==> config.mk <==
export PLATFORM = sky130hd
export DESIGN_NAME = lld_sequencer
export DESIGN_NICKNAME = d
export VERILOG_FILES = /design/src/inc/lld_pkg.sv /design/src/rtl/lld_mark_timer.sv /design/src/rtl/lld_fill_track.sv /design/src/rtl/lld_sequencer.sv
export VERILOG_INCLUDE_DIRS = /design/src /design/src/inc
export SDC_FILE = /design/constraint.sdc
export NUM_CORES = 1
export LEC_CHECK = 0
export BUFFER_PORTS_ARGS = -buffer_cell sky130_fd_sc_hd__buf_4
export CAP_MARGIN = 40
export CORE_MARGIN = 10
export CORE_UTILIZATION = 59
export CTS_CLUSTER_SIZE = 12
export DETAILED_ROUTE_END_ITERATION = 10
export PLACE_DENSITY = 0.85
export SYNTH_ARGS = -nofsm -noshare
export SYNTH_HDL_FRONTEND = slang
export SYNTH_SLANG_ARGS = --single-unit
==> constraint.sdc <==
create_clock -name sys_clk -period 3.5 [get_ports sys_clk]
set_input_delay 1.05 -clock sys_clk [delete_from_list [all_inputs] [get_ports sys_clk]]
set_output_delay 1.05 -clock sys_clk [all_outputs]
set_load 0.01 [all_outputs]
==> src/inc/lld_map.svh <==
`ifndef LLD_MAP_SVH
`define LLD_MAP_SVH
// Register byte offsets on the APB side.
`define LLD_OFF_GCS 8'h00
`define LLD_OFF_XCTL 8'h04
`define LLD_OFF_VADDR 8'h08
`define LLD_OFF_LADDR 8'h0C
`define LLD_OFF_COUNT 8'h10
`define LLD_OFF_PTR 8'h14
`define LLD_OFF_LOCK 8'h18
// Field positions inside the general control/status register.
`define LLD_GCS_GO 0
`define LLD_GCS_STOPREQ 1
`define LLD_GCS_HALTREQ 2
`define LLD_GCS_CHAIN 3
`define LLD_GCS_RUN 7
`define LLD_GCS_ST_LO 8
`define LLD_GCS_ST_HI 13
`define LLD_GCS_IE_LO 16
`define LLD_GCS_IE_HI 21
// Positions inside the six-bit termination status field.
`define LLD_ST_DONE 0
`define LLD_ST_STOP 1
`define LLD_ST_HALT 2
`define LLD_ST_LERR 3
`define LLD_ST_VERR 4
`define LLD_ST_PERR 5
`define LLD_ST_NONE 6'h00
`define LLD_ST_ERRS 6'h38
// List edit lock and packet layout.
`define LLD_LOCK_BIT 0
`define LLD_PKT_CONSUMED 0
`define LLD_PKT_LAST 1
`define LLD_PKT_CTL 3'h0
`define LLD_PKT_COUNT 3'h1
`define LLD_PKT_VADDR 3'h2
`define LLD_PKT_LADDR 3'h3
`define LLD_PKT_NEXT 3'h4
`define LLD_PKT_NEXT_OFF 32'h10
`define LLD_PTR_MASK 32'hFFFF_FFFC
// Data movement and timing.
`define LLD_WORD_BYTES 32'h4
`define LLD_BEAT_BYTES 32'h8
`define LLD_ALIGN_HI 2
`define LLD_RST_WORD 32'h0000_0000
`define LLD_CLK_NS 10
`define LLD_MARK_NS 1000
`define LLD_FIFO_ENTRIES 32
`endif

==> src/inc/lld_pkg.sv <==
package lld_pkg;
	typedef enum logic [2:0] {
		LLD_IDLE = 3'h0,
		LLD_XFER = 3'h1,
		LLD_DRAIN = 3'h2,
		LLD_LOCK = 3'h3,
		LLD_FETCH = 3'h4,
		LLD_MARK = 3'h5,
		LLD_WAITP = 3'h6
	} lld_fsm_t;

	typedef struct packed {
		lld_fsm_t fsm;
		logic run;
		logic stop_req;
		logic halt_req;
		logic chain;
		logic [5:0] stat;
		logic [5:0] ien;
		logic [31:0] xctl;
		logic [31:0] vaddr;
		logic [31:0] laddr;
		logic [31:0] count;
		logic [31:0] ptr;
		logic [31:0] pkt_addr;
		logic [31:0] mark_addr;
		logic [31:0] mark_word;
		logic [31:0] maddr;
		logic [31:0] prdata;
		logic [2:0] idx;
		logic pkt_valid;
		logic hmark;
		logic lock_bit;
		logic lock_held;
	} lld_regs_t;

	typedef struct packed {
		logic busy;
		logic [7:0] cnt;
	} lld_tmr_t;

	typedef struct packed {
		logic [8:0] lvl;
	} lld_fill_t;
endpackage

==> src/rtl/lld_mark_timer.sv <==
`timescale 1ns/100ps
`default_nettype none
module lld_mark_timer #(
	parameter int CYCLES = 100
) (
	input wire logic sys_clk, // System clock.
	input wire logic rst_b, // Asynchronous reset, active low.
	input wire logic start, // One-cycle pulse that arms the delay.
	output logic expired // One-cycle pulse when the delay ends.
);
	localparam int CYC = CYCLES;
	lld_pkg::lld_tmr_t t_q, t_d;

	// The counter is eight bits wide, so longer delays are refused.
	if (CYCLES < 1 || CYCLES > 255) begin : g_chk
		$error("lld_mark_timer: CYCLES out of range");
	end

	// A new start simply re-arms the delay from the full count.
	always_comb
	begin
		t_d = t_q;
		if (start)
		begin
			t_d.busy = 1'b1;
			t_d.cnt = 8'(CYCLES - 1);
		end
		else if (t_q.busy)
		begin
			if (t_q.cnt == 8'h00)
				t_d.busy = 1'b0;
			else
				t_d.cnt = t_q.cnt - 8'h01;
		end
	end

	// State register.
	always_ff @(posedge sys_clk or negedge rst_b)
	begin
		if (!rst_b)
			t_q <= '0;
		else
			t_q <= t_d;
	end

	assign expired = t_q.busy && (t_q.cnt == 8'h00);
endmodule
`default_nettype wire

==> src/rtl/lld_fill_track.sv <==
`timescale 1ns/100ps
`default_nettype none
module lld_fill_track #(
	parameter int DEPTH = 32
) (
	input wire logic sys_clk, // System clock.
	input wire logic rst_b, // Asynchronous reset, active low.
	input wire logic push, // One beat queued from the source bus.
	input wire logic pop, // One beat written to the destination bus.
	output logic full, // No room for another beat.
	output logic empty // Nothing queued.
);
	lld_pkg::lld_fill_t f_q, f_d;

	// The level is nine bits wide, so deeper queues are refused.
	if (DEPTH < 2 || DEPTH > 256) begin : g_chk
		$error("lld_fill_track: DEPTH out of range");
	end

	// Only occupancy is tracked; the data itself lives in the bus bridge.
	always_comb
	begin
		f_d = f_q;
		if (push && !pop)
			f_d.lvl = f_q.lvl + 9'h001;
		else if (pop && !push)
			f_d.lvl = f_q.lvl - 9'h001;
	end

	// State register.
	always_ff @(posedge sys_clk or negedge rst_b)
	begin
		if (!rst_b)
			f_q <= '0;
		else
			f_q <= f_d;
	end

	assign full = (f_q.lvl == 9'(DEPTH));
	assign empty = (f_q.lvl == 9'h000);
endmodule
`default_nettype wire

==> src/rtl/lld_sequencer.sv <==
// The implementer's own choices: register access over APB and the register offsets.
`timescale 1ns/100ps
`default_nettype none
`include "lld_map.svh"
module lld_sequencer #(
	parameter int MARK_CYCLES =
		(`LLD_MARK_NS + `LLD_CLK_NS - 1) / `LLD_CLK_NS,
	parameter int FIFO_DEPTH = `LLD_FIFO_ENTRIES
) (
	input wire logic sys_clk, // System clock, 100 MHz.
	input wire logic rst_b, // Asynchronous reset, active low.
	input wire logic psel, // APB select.
	input wire logic penable, // APB access phase.
	input wire logic pwrite, // APB write.
	input wire logic [7:0] paddr, // APB byte address.
	input wire logic [31:0] pwdata, // APB write data.
	output logic [31:0] prdata, // APB read data.
	output logic pready, // APB ready.
	output logic pslverr, // APB error for unmapped addresses.
	output logic mem_req, // Packet memory request.
	output logic mem_we, // Packet memory write.
	output logic [31:0] mem_addr, // Packet memory byte address.
	output logic [31:0] mem_wdata, // Packet memory write data.
	input wire logic [31:0] mem_rdata, // Packet memory read data.
	input wire logic mem_ack, // Packet memory access done.
	output logic src_req, // Request one source-bus beat.
	input wire logic src_ack, // Source beat read and queued.
	output logic dst_req, // Queued data awaits the destination.
	input wire logic dst_ack, // Destination beat written.
	output logic [31:0] xfer_ctl, // Current transfer attributes.
	output logic [31:0] xfer_vaddr, // Next VMEbus-side address.
	output logic [31:0] xfer_laddr, // Next local-side address.
	input wire logic err_local, // Local-bus error pulse.
	input wire logic err_vme, // VMEbus error pulse.
	output logic term_irq // Enabled termination event pending.
);
	localparam int MK = MARK_CYCLES;
	lld_pkg::lld_regs_t s_q, s_d;
	logic apb_wr;
	logic go_ok;
	logic tmr_start;
	logic tmr_done;
	logic q_full;
	logic q_empty;
	logic packet_end;

	if (FIFO_DEPTH < 2) begin : g_chk
		$error("lld_sequencer: FIFO_DEPTH too small");
	end

	// Next source or destination address after one beat.
	function automatic logic [31:0] beat_next(input logic [31:0] a);
		return a + `LLD_BEAT_BYTES;
	endfunction

	// Decodes the mapped offsets; anything else is answered with an error.
	function automatic logic addr_ok(input logic [7:0] a);
		return a == `LLD_OFF_GCS || a == `LLD_OFF_XCTL ||
			a == `LLD_OFF_VADDR || a == `LLD_OFF_LADDR ||
			a == `LLD_OFF_COUNT || a == `LLD_OFF_PTR ||
			a == `LLD_OFF_LOCK;
	endfunction

	// Read multiplexer; reserved bits and unmapped words read as zero.
	function automatic logic [31:0] rd_word(input logic [7:0] a,
		input lld_pkg::lld_regs_t s);
		logic [31:0] w;
		w = `LLD_RST_WORD;
		case (a)
			`LLD_OFF_GCS:
			begin
				w[`LLD_GCS_STOPREQ] = s.stop_req;
				w[`LLD_GCS_HALTREQ] = s.halt_req;
				w[`LLD_GCS_CHAIN] = s.chain;
				w[`LLD_GCS_RUN] = s.run;
				w[`LLD_GCS_ST_HI:`LLD_GCS_ST_LO] = s.stat;
				w[`LLD_GCS_IE_HI:`LLD_GCS_IE_LO] = s.ien;
			end
			`LLD_OFF_XCTL: w = s.xctl;
			`LLD_OFF_VADDR: w = s.vaddr;
			`LLD_OFF_LADDR: w = s.laddr;
			`LLD_OFF_COUNT: w = s.count;
			`LLD_OFF_PTR: w = s.ptr;
			// claim read-back
			// While the device holds the lock the bit reads back as zero.
			`LLD_OFF_LOCK: w[`LLD_LOCK_BIT] = s.lock_bit && !s.lock_held;
			default: w = `LLD_RST_WORD;
		endcase
		return w;
	endfunction

	assign apb_wr = psel && penable && pwrite;
	assign packet_end = (s_q.count == `LLD_RST_WORD) && q_empty;

	// Register writes, then the sequencer; hardware sets land after
	// software clears, so an event in the clearing cycle is kept.
	always_comb
	begin
		s_d = s_q;
		if (psel && !penable)
			s_d.prdata = rd_word(paddr, s_q);
		if (apb_wr)
		begin
			case (paddr)
				`LLD_OFF_GCS:
				begin
					s_d.stop_req = pwdata[`LLD_GCS_STOPREQ];
					s_d.halt_req = pwdata[`LLD_GCS_HALTREQ];
					s_d.chain = pwdata[`LLD_GCS_CHAIN];
					s_d.ien = pwdata[`LLD_GCS_IE_HI:`LLD_GCS_IE_LO];
					s_d.stat = s_q.stat &
						~pwdata[`LLD_GCS_ST_HI:`LLD_GCS_ST_LO];
				end
				`LLD_OFF_XCTL: s_d.xctl = pwdata;
				`LLD_OFF_VADDR: s_d.vaddr = pwdata;
				`LLD_OFF_LADDR: s_d.laddr = pwdata;
				`LLD_OFF_COUNT: s_d.count = pwdata;
				`LLD_OFF_PTR: s_d.ptr = pwdata;
				`LLD_OFF_LOCK:
					if (!s_q.lock_held)
						s_d.lock_bit = pwdata[`LLD_LOCK_BIT];
				default: s_d.ien = s_q.ien;
			endcase
		end
		go_ok = apb_wr && (paddr == `LLD_OFF_GCS) &&
			pwdata[`LLD_GCS_GO] && (s_q.fsm == lld_pkg::LLD_IDLE) &&
			(s_d.stat == `LLD_ST_NONE);
		case (s_q.fsm)
			lld_pkg::LLD_IDLE:
			begin
				if (go_ok)
				begin
					if (s_q.count != `LLD_RST_WORD &&
						s_q.vaddr[`LLD_ALIGN_HI:0] != s_q.laddr[`LLD_ALIGN_HI:0])
						s_d.stat[`LLD_ST_PERR] = 1'b1;
					else if (s_q.count != `LLD_RST_WORD)
					begin
						s_d.run = 1'b1;
						s_d.fsm = lld_pkg::LLD_XFER;
					end
					else if (s_q.chain)
					begin
						s_d.run = 1'b1;
						s_d.pkt_valid = 1'b0;
						s_d.hmark = 1'b0;
						s_d.fsm = lld_pkg::LLD_LOCK;
					end
					else
						s_d.stat[`LLD_ST_DONE] = 1'b1;
				end
			end
			lld_pkg::LLD_XFER:
			begin
				if (src_ack)
				begin
					s_d.vaddr = beat_next(s_q.vaddr);
					s_d.laddr = beat_next(s_q.laddr);
					s_d.count = (s_q.count > `LLD_BEAT_BYTES) ?
						s_q.count - `LLD_BEAT_BYTES : `LLD_RST_WORD;
				end
				if (err_local || err_vme)
				begin
					s_d.stat[`LLD_ST_LERR] = s_q.stat[`LLD_ST_LERR] || err_local;
					s_d.stat[`LLD_ST_VERR] = s_q.stat[`LLD_ST_VERR] || err_vme;
					s_d.run = 1'b0;
					s_d.fsm = lld_pkg::LLD_IDLE;
				end
				else if (s_q.stop_req)
					s_d.fsm = lld_pkg::LLD_DRAIN;
				else if (packet_end)
				begin
					s_d.mark_addr = s_q.pkt_addr + `LLD_PKT_NEXT_OFF;
					s_d.mark_word = s_q.ptr;
					s_d.mark_word[`LLD_PKT_CONSUMED] = 1'b1;
					s_d.maddr = s_q.pkt_addr + `LLD_PKT_NEXT_OFF;
					if (!s_q.chain)
					begin
						s_d.stat[`LLD_ST_DONE] = 1'b1;
						s_d.run = 1'b0;
						s_d.fsm = lld_pkg::LLD_IDLE;
					end
					else if (!s_q.pkt_valid)
						s_d.fsm = lld_pkg::LLD_LOCK;
					else if (s_q.halt_req && !s_q.ptr[`LLD_PKT_LAST])
					begin
						s_d.hmark = 1'b1;
						s_d.fsm = lld_pkg::LLD_LOCK;
					end
					else
						s_d.fsm = lld_pkg::LLD_MARK;
				end
			end
			lld_pkg::LLD_DRAIN:
			begin
				if (q_empty)
				begin
					s_d.stat[`LLD_ST_STOP] = 1'b1;
					s_d.stop_req = 1'b0;
					s_d.run = 1'b0;
					s_d.fsm = lld_pkg::LLD_IDLE;
				end
			end
			lld_pkg::LLD_LOCK:
			begin
				if (!s_q.lock_bit)
				begin
					s_d.lock_held = 1'b1;
					s_d.maddr = s_q.ptr & `LLD_PTR_MASK;
					s_d.idx = `LLD_PKT_CTL;
					s_d.fsm = lld_pkg::LLD_FETCH;
				end
			end
			lld_pkg::LLD_FETCH:
			begin
				if (mem_ack)
				begin
					s_d.maddr = s_q.maddr + `LLD_WORD_BYTES;
					s_d.idx = s_q.idx + 3'h1;
					case (s_q.idx)
						`LLD_PKT_CTL: s_d.xctl = mem_rdata;
						`LLD_PKT_COUNT: s_d.count = mem_rdata;
						`LLD_PKT_VADDR: s_d.vaddr = mem_rdata;
						`LLD_PKT_LADDR: s_d.laddr = mem_rdata;
						default: s_d.ptr = mem_rdata;
					endcase
					if (s_q.idx == `LLD_PKT_NEXT)
					begin
						s_d.lock_held = 1'b0;
						s_d.pkt_addr = s_q.ptr & `LLD_PTR_MASK;
						s_d.pkt_valid = 1'b1;
						s_d.fsm = lld_pkg::LLD_XFER;
						if (s_q.hmark)
						begin
							s_d.stat[`LLD_ST_HALT] = 1'b1;
							s_d.halt_req = 1'b0;
							s_d.run = 1'b0;
							s_d.fsm = lld_pkg::LLD_WAITP;
						end
					end
				end
			end
			lld_pkg::LLD_WAITP:
			begin
				if (tmr_done)
				begin
					s_d.maddr = s_q.mark_addr;
					s_d.fsm = lld_pkg::LLD_MARK;
				end
			end
			lld_pkg::LLD_MARK:
			begin
				if (mem_ack)
				begin
					s_d.hmark = 1'b0;
					s_d.fsm = lld_pkg::LLD_LOCK;
					if (s_q.hmark || s_q.ptr[`LLD_PKT_LAST])
					begin
						s_d.stat[`LLD_ST_DONE] = !s_q.hmark;
						s_d.run = 1'b0;
						s_d.fsm = lld_pkg::LLD_IDLE;
					end
				end
			end
			default: s_d.fsm = lld_pkg::LLD_IDLE;
		endcase
	end

	// State register; every field starts from zero.
	always_ff @(posedge sys_clk or negedge rst_b)
	begin
		if (!rst_b)
			s_q <= '0;
		else
			s_q <= s_d;
	end

	// The delay is armed on the cycle the pause completes.
	assign tmr_start = (s_d.fsm == lld_pkg::LLD_WAITP) &&
		(s_q.fsm != lld_pkg::LLD_WAITP);

	lld_mark_timer #(
		.CYCLES(MARK_CYCLES)
	) u_timer (
		.sys_clk(sys_clk),
		.rst_b(rst_b),
		.start(tmr_start),
		.expired(tmr_done)
	);

	lld_fill_track #(
		.DEPTH(FIFO_DEPTH)
	) u_fill (
		.sys_clk(sys_clk),
		.rst_b(rst_b),
		.push(src_ack),
		.pop(dst_ack),
		.full(q_full),
		.empty(q_empty)
	);

	// Zero-wait APB: read data is captured in the setup cycle.
	assign prdata = s_q.prdata;
	assign pready = 1'b1;
	assign pslverr = psel && penable && !addr_ok(paddr);
	assign src_req = (s_q.fsm == lld_pkg::LLD_XFER) && !s_q.stop_req &&
		(s_q.count != `LLD_RST_WORD) && !q_full;
	assign dst_req = !q_empty;
	assign mem_req = (s_q.fsm == lld_pkg::LLD_FETCH) ||
		(s_q.fsm == lld_pkg::LLD_MARK);
	assign mem_we = (s_q.fsm == lld_pkg::LLD_MARK);
	assign mem_addr = s_q.maddr;
	assign mem_wdata = s_q.mark_word;
	assign xfer_ctl = s_q.xctl;
	assign xfer_vaddr = s_q.vaddr;
	assign xfer_laddr = s_q.laddr;
	assign term_irq = |(s_q.stat & s_q.ien);
endmodule
`default_nettype wire

# After elaboration in Yosys (flattened, before gate mapping)
# Index checks and enable logic that the tools add are counted.
# word_totals
ff_bits	362
latch_bits	0
ramBits	0
romBits	0
in_bits	82
output_inout_bits	199
n_memories	0
# op_classes
n_addsub	9
mul	0
div	0
n_lt_le_gt_ge	1
eq_ne	43
shift	0
n_mux	109
bitwise_logic	6
reduce_logical	68
# op_table
operator	count
32-bit two-way mux	19
192-bit two-way mux	1
96-bit one-hot mux with 2 select lines	1
175-bit two-way mux	1
32-bit one-hot mux with 4 select lines	1
96-bit two-way mux	1
32-bit by 4-bit adder with 32-bit output (second input constant)	2
64-bit two-way mux	1
10-bit one-hot mux with 5 select lines	1
9-bit two-way mux	5
4-bit two-way mux	11
7-bit one-hot mux with 6 select lines	1
1-bit two-way mux	37
6-bit one-hot mux with 6 select lines	1
2-bit != test (second input constant)	17
32-bit by 3-bit adder with 32-bit output (second input constant)	1
32-bit by 5-bit adder with 32-bit output (second input constant)	1
32-bit by 4-bit > comparator with 1-bit output (second input constant)	1
32-bit logical NOT	1
32-bit nonzero test	1
32-bit by 4-bit subtractor with 32-bit output (second input constant)	1
8-bit by 5-bit == test with 1-bit output (second input constant)	3
3-bit two-way mux	8
3-bit one-hot mux with 7 select lines	1
other kinds (48)	118

# Longest topological paths before layout
# logic_depth
depth_word	13
mapped_depth	10

# By module
# From an unflattened synthesis, not the netlist that was laid out.
# hier_totals
cells_unflattened	2524
hier_area_um2	22360.2
# modules_own_cells
module	instances	cells_each	area_each_um2	seq_area_each_um2
lld_sequencer	1	2387	21070.2	8508.2
lld_fill_track	1	86	780.7	225.2
lld_mark_timer	1	51	509.2	225.2

# Worst setup path after synthesis
# No wires, ideal clock.
# synth_path
kind	in2reg
start	in dst_ack
end	reg u_fill.f_q[8] in the netlist's numbering
setup_ns	0.133
arrival_time_ns	3.079
path_slack_ns	0.287
path_stages	10
path_cell_list	inv_1 > ha_1 > inv_1 > fa_1 > a21oi_1 > o21bai_1 > a2111oi_0 > nor2b_1 > o41ai_1 > o21ai_0
# synth_via
elab_chain_cells	3
word_cells_on_any_way	5
classes_between	mux (1); reduce/logical (4)
# synth_lines
element	line	rtl
start, declared	lld_sequencer.sv:29	input wire logic dst_ack,
1-bit logical NOT	lld_fill_track.sv:24	if (push && !pop)
1-bit logical AND	lld_fill_track.sv:24	
9-bit two-way mux or 2-bit nonzero test (tied branches)	--	
end signal, assigned	lld_fill_track.sv:34	f_q <= '0;
end signal, assigned	lld_fill_track.sv:36	f_q <= f_d;
end, declared	lld_fill_track.sv:13	lld_pkg::lld_fill_t f_q, f_d;
# Several ways; a longest one is shown, not always the timed one.
# A chain may end at the register's enable or synchronous reset.

# Worst setup path after layout
# layout_path
start	reg s_q[226] in the netlist's numbering
end	out src_req
# layout_via
elab_chain_cells	3
# layout_lines
element	line	rtl
start, declared	lld_sequencer.sv:38	lld_pkg::lld_regs_t s_q, s_d;
start signal, assigned	lld_sequencer.sv:272	s_q <= '0;
start signal, assigned	lld_sequencer.sv:274	s_q <= s_d;
32-bit nonzero test (no line)	--	
1-bit logical AND (2 in a row)	lld_sequencer.sv:305	assign src_req = (s_q.fsm == lld_pkg::LLD_XFER) && !s_q.stop_req &&
end, declared	lld_sequencer.sv:26	output logic src_req,
# No other way between the ends.

==> metrics.md <==
| Metric | Value |
|---|---|
| Status | `finished with violations` |
| Failing checks | `design-rule violations` |
| Worst reg2reg path endpoint | `s_q[133]` |
| Post-synth top area cell | `dfrtp_1` |
| Peak supply drop | `501 uV` |
| Routed length per placed instance | `between 20 and 30 um` |
| Met1 WL | `31500 um` |
| TritonCTS clock tree | `done` |
| Vias per cell | `6.84` |
| Largest net degree at the start of global routing | `73` |
| Reg2Reg Depth | `9` |
| RSZ-0062 raised after global routing | `no` |
| # H-tree levels | `2` |
| Critical Path Slowest Stage Cell | `or4_4` |
| Row count | `70` |
| Post-synth ARST share | `100%` |
| Die area | `roughly 45000 sq um` |
| Latest clock arrival within the worst-skew pair | `approximately 0.57 ns` |
| Tot GR Track Use | `36.4%` |
| CP Data Required Time | `around 2.5 ns` |
| Share of cells above drive strength 1 | `about a fifth` |
| Final hold vios | `0` |
| Post-synth EDFFs | `0` |
| Leak | `roughly 12 nW` |
| Effective utilization at floorplan | `about three fifths` |
| Main synth FF type | `dfrtp_1` |
| Final Critical Period | `3.49 ns` |
| Syn Area/Cell | `between 8 and 9 sq um` |
| Nets | `roughly 2700` |
| Most common cell after layout, fill and taps aside | `nand2_1` |
| Main combinational cell family by area after synthesis | `compound AO/OA/AOI/OAI gates` |
| Seq/Total Area, Yosys | `around 40%` |
| Worst-path fanout max | `3` |
| Most frequent cells in the layout | `nand2_1 (458), buf_4 (379), dfrtp_1 (356)` |
| PD cells | `between 700 and 800 nW/um^2` |
| Reg-to-reg startpoint | `s_q[226]` |
| Headroom to the max-slew limit | `about two fifths` |
| Post-placement cell count | `approximately 3000` |
| Final setup viols | `0` |
| Area growth from synthesis to layout | `15.1%` |
| Core box area | `between 30000 and 40000 sq um` |
| Gp weighted congestion | `0.999` |
| CP Launch Type | `flip-flop` |
| R2R setup slack | `between 0.2 and 0.25 ns` |
| Post-CTS Hold Buffers | `0` |
| Vias in the first global route | `about 21000` |
| DR vias | `approximately 21000` |
| GRT overflow | `0` |
| Setup TNS | `0 ns` |
| Antenna Violating Nets Remaining | `0` |
| DRC errors left | `1` |
| Synth top area share | `approximately two fifths` |
| Final max-slew violation count | `0` |
| Cell mode on critical path | `buf_4` |
| Critical path cell sequence | `or4_4, nand4b_1, nor3_2, buf_4, a2111oi_0, buf_4` |
| Synth Area in Adders | `about 1.2%` |
| XOR/XNOR share of the synthesized area | `3.60%` |
| Critical path arrival | `roughly 2.4 ns` |
| Routed wl met2 | `37000 um` |
| IO buf count | `approximately 280` |
| Max-cap violations | `0` |
| Pre-antenna DRT Iters | `11` |
| Synth top area cells | `dfrtp_1 (41%), nand2_1 (7.9%), buf_4 (6.6%)` |
| Final core occ | `68.8%` |
| Post-Synthesis Cells | `approximately 2500` |
| Clk slew on worst S/H paths | `around 0.060 ns` |
| Mux cell area share after synthesis | `6.96%` |
| Die height | `approximately 210 um` |
| Post-Synth Simple-Gate Area | `~19%` |
| Max incr delay on CP | `0.57 ns` |
| Fillers | `2872` |
| Routed WL | `roughly 84000 um` |
| Final Instance Count excl. Fillers | `just over 3000` |
| Critical path class | `flip-flop to output pin` |
| I/O pin cnt | `between 200 and 300` |
| Clock Skew | `0.0182 ns` |
| Compound-Gate Fraction of Synth Area | `~19%` |
| Final period util | `between 90% and 100%` |
| Clock buffer count from CTS | `42` |
| Synth Register Bits | `~360` |
| Synthesized area | `approximately 22000 sq um` |
| CTS root buf | `clkbuf_16` |
| Fmax | `~290 MHz` |
| Crit end category | `output pin` |
| Synth warn | `0` |
| Clock buffer depth | `3` |
| Wire length on met3 | `roughly 11000 um` |
| Die Wd | `approximately 210 um` |
| Dpl hpwl | `approximately 60000 um` |
| Initial antenna violation count | `0` |
| Clk sinks | `between 300 and 400` |
| First-pass GRT wire length | `127000 um` |
| Initial drt markers | `roughly 3000` |
| Library cells used by synthesis | `between 80 and 90` |
| Worst-Margin Slew | `between 0.8 and 0.9 ns` |
| Top routing layer in use | `met5` |
| Worst Hold Class | `input pin to async pin` |
what timing repair did:
| action | in CTS | in global routing |
|---|---|---|
| setup endpoints to repair | 1 | 2 |
| pin swaps | 1 | 0 |
| gates cloned | 0 | 0 |
| gates resized for setup | 2 | 2 |
| setup buffers | 4 | 1 |
routing by layer:
metal | global-route usage, % | up-vias
met3 | 10.3 | 350
met2 | 54.8 | 1578
met4 | 19.4 | 2
met5 | 1.03 | -
li1 | - | 9017
met1 | 46.8 | 10176
cells by family after synthesis:
| kind of cell | after synthesis |
|---|---|
| adder cells (fa/ha/maj) | 20 |
| other | 2 |
| multiplexers | 148 |
| AND/OR/NAND/NOR | 890 |
| buffers and inverters | 388 |
| flip-flops | 358 |
| AO/OA/AOI/OAI | 597 |
| XOR/XNOR | 90 |
worst max-delay path, delay by kind of cell, from the launching register on:
kind | cells | cell delay, ns
and+or+nand+nor | 3 | 1.05
AOI/OAI and AO/OA | 1 | 0.08
buffers and inverters | 2 | 0.34
DFF | 1 | 0.41
cells in the mapped netlist, types with 6 or more instances:
cell / count
o211ai_1: 10
mux2i_1: 114
or3_1: 8
o21ai_2: 8
nor2_1: 133
xor2_1: 44
nor3b_1: 12
nor2b_1: 13
a31oi_1: 37
and2_1: 16
nand4_1: 39
buf_4: 193
xnor2_1: 46
a22oi_1: 82
buf_2: 13
o221ai_1: 38
inv_1: 41
a221o_1: 9
nand3_1: 61
ha_1: 19
a21oi_1: 73
clkbuf_1: 119
nand2_1: 460
o311ai_0: 9
a41oi_1: 20
o21ai_0: 177
dfrtp_1: 358
o41ai_1: 6
a211oi_1: 6
o31ai_1: 7
and3_1: 35
nor4_1: 25
mux2_2: 34
buf_1: 19
a221oi_1: 15
nand2b_1: 8
a222oi_1: 28
nor3_1: 43
o22ai_1: 11
and4_1: 10
flip-flops by register name, indices dropped and copies added (netlist names):
| signal | flops |
|---|---|
| s_q | 150 |
| mem_wdata | 32 |
| prdata | 32 |
| xfer_ctl | 32 |
| xfer_laddr | 32 |
| xfer_vaddr | 32 |
| mem_addr | 30 |
| u_fill.f_q | 9 |
| u_timer.t_q | 9 |
cell type report:
class                           count  area [sq um]  area share (%)
Tap cell                          468           586            2.32
Clock inverter                     17           313            1.24
Antenna cell                        3          7.51          0.0298
Clock buffer                       59          1220            4.86
Inverter                           42           158           0.626
Multi-Input combinational cell   1748         10800            42.9
Sequential cell                   358          8960            35.6
Timing Repair Buffer              394          3140            12.5
per-stage QoR:
| stage | total power [mW] | hold slack (ns) | setup slack [ns] | instance area [sq um] |
|---|---|---|---|---|
| after floorplan | 10.9 | 0.436 | 0.287 | 21900 |
| after global routing | 19.3 | 0.494 | 0.00533 | 25200 |
| after CTS | 18.3 | 0.478 | 0.00195 | 25200 |
| after detailed placement | 13.3 | 0.463 | 0.0370 | 23600 |
| final | 18.5 | 0.464 | 0.00743 | 25200 |
| after global placement | 13.1 | 0.452 | 0.109 | 23600 |
worst max-delay path by stage:
stage          startpoint             to  depth (start not counted)
2_1_floorplan     dst_ack  u_fill.f_q[8]                         10
3_3_place_gp      dst_ack  u_fill.f_q[8]                         12
3_5_place_dp      dst_ack  u_fill.f_q[8]                         12
4_1_cts          s_q[226]        src_req                          6
5_1_grt          s_q[226]        src_req                          6
6_report         s_q[226]        src_req                          6
report_power, final:
part           internal (mW)  total (mW)  switching (mW)
logic                   2.81        6.28            3.47
registers               5.28        7.35            2.06
clock network           3.04        4.92            1.88
total                   11.1        18.5            7.42
(Power assumes the default switching activity.)
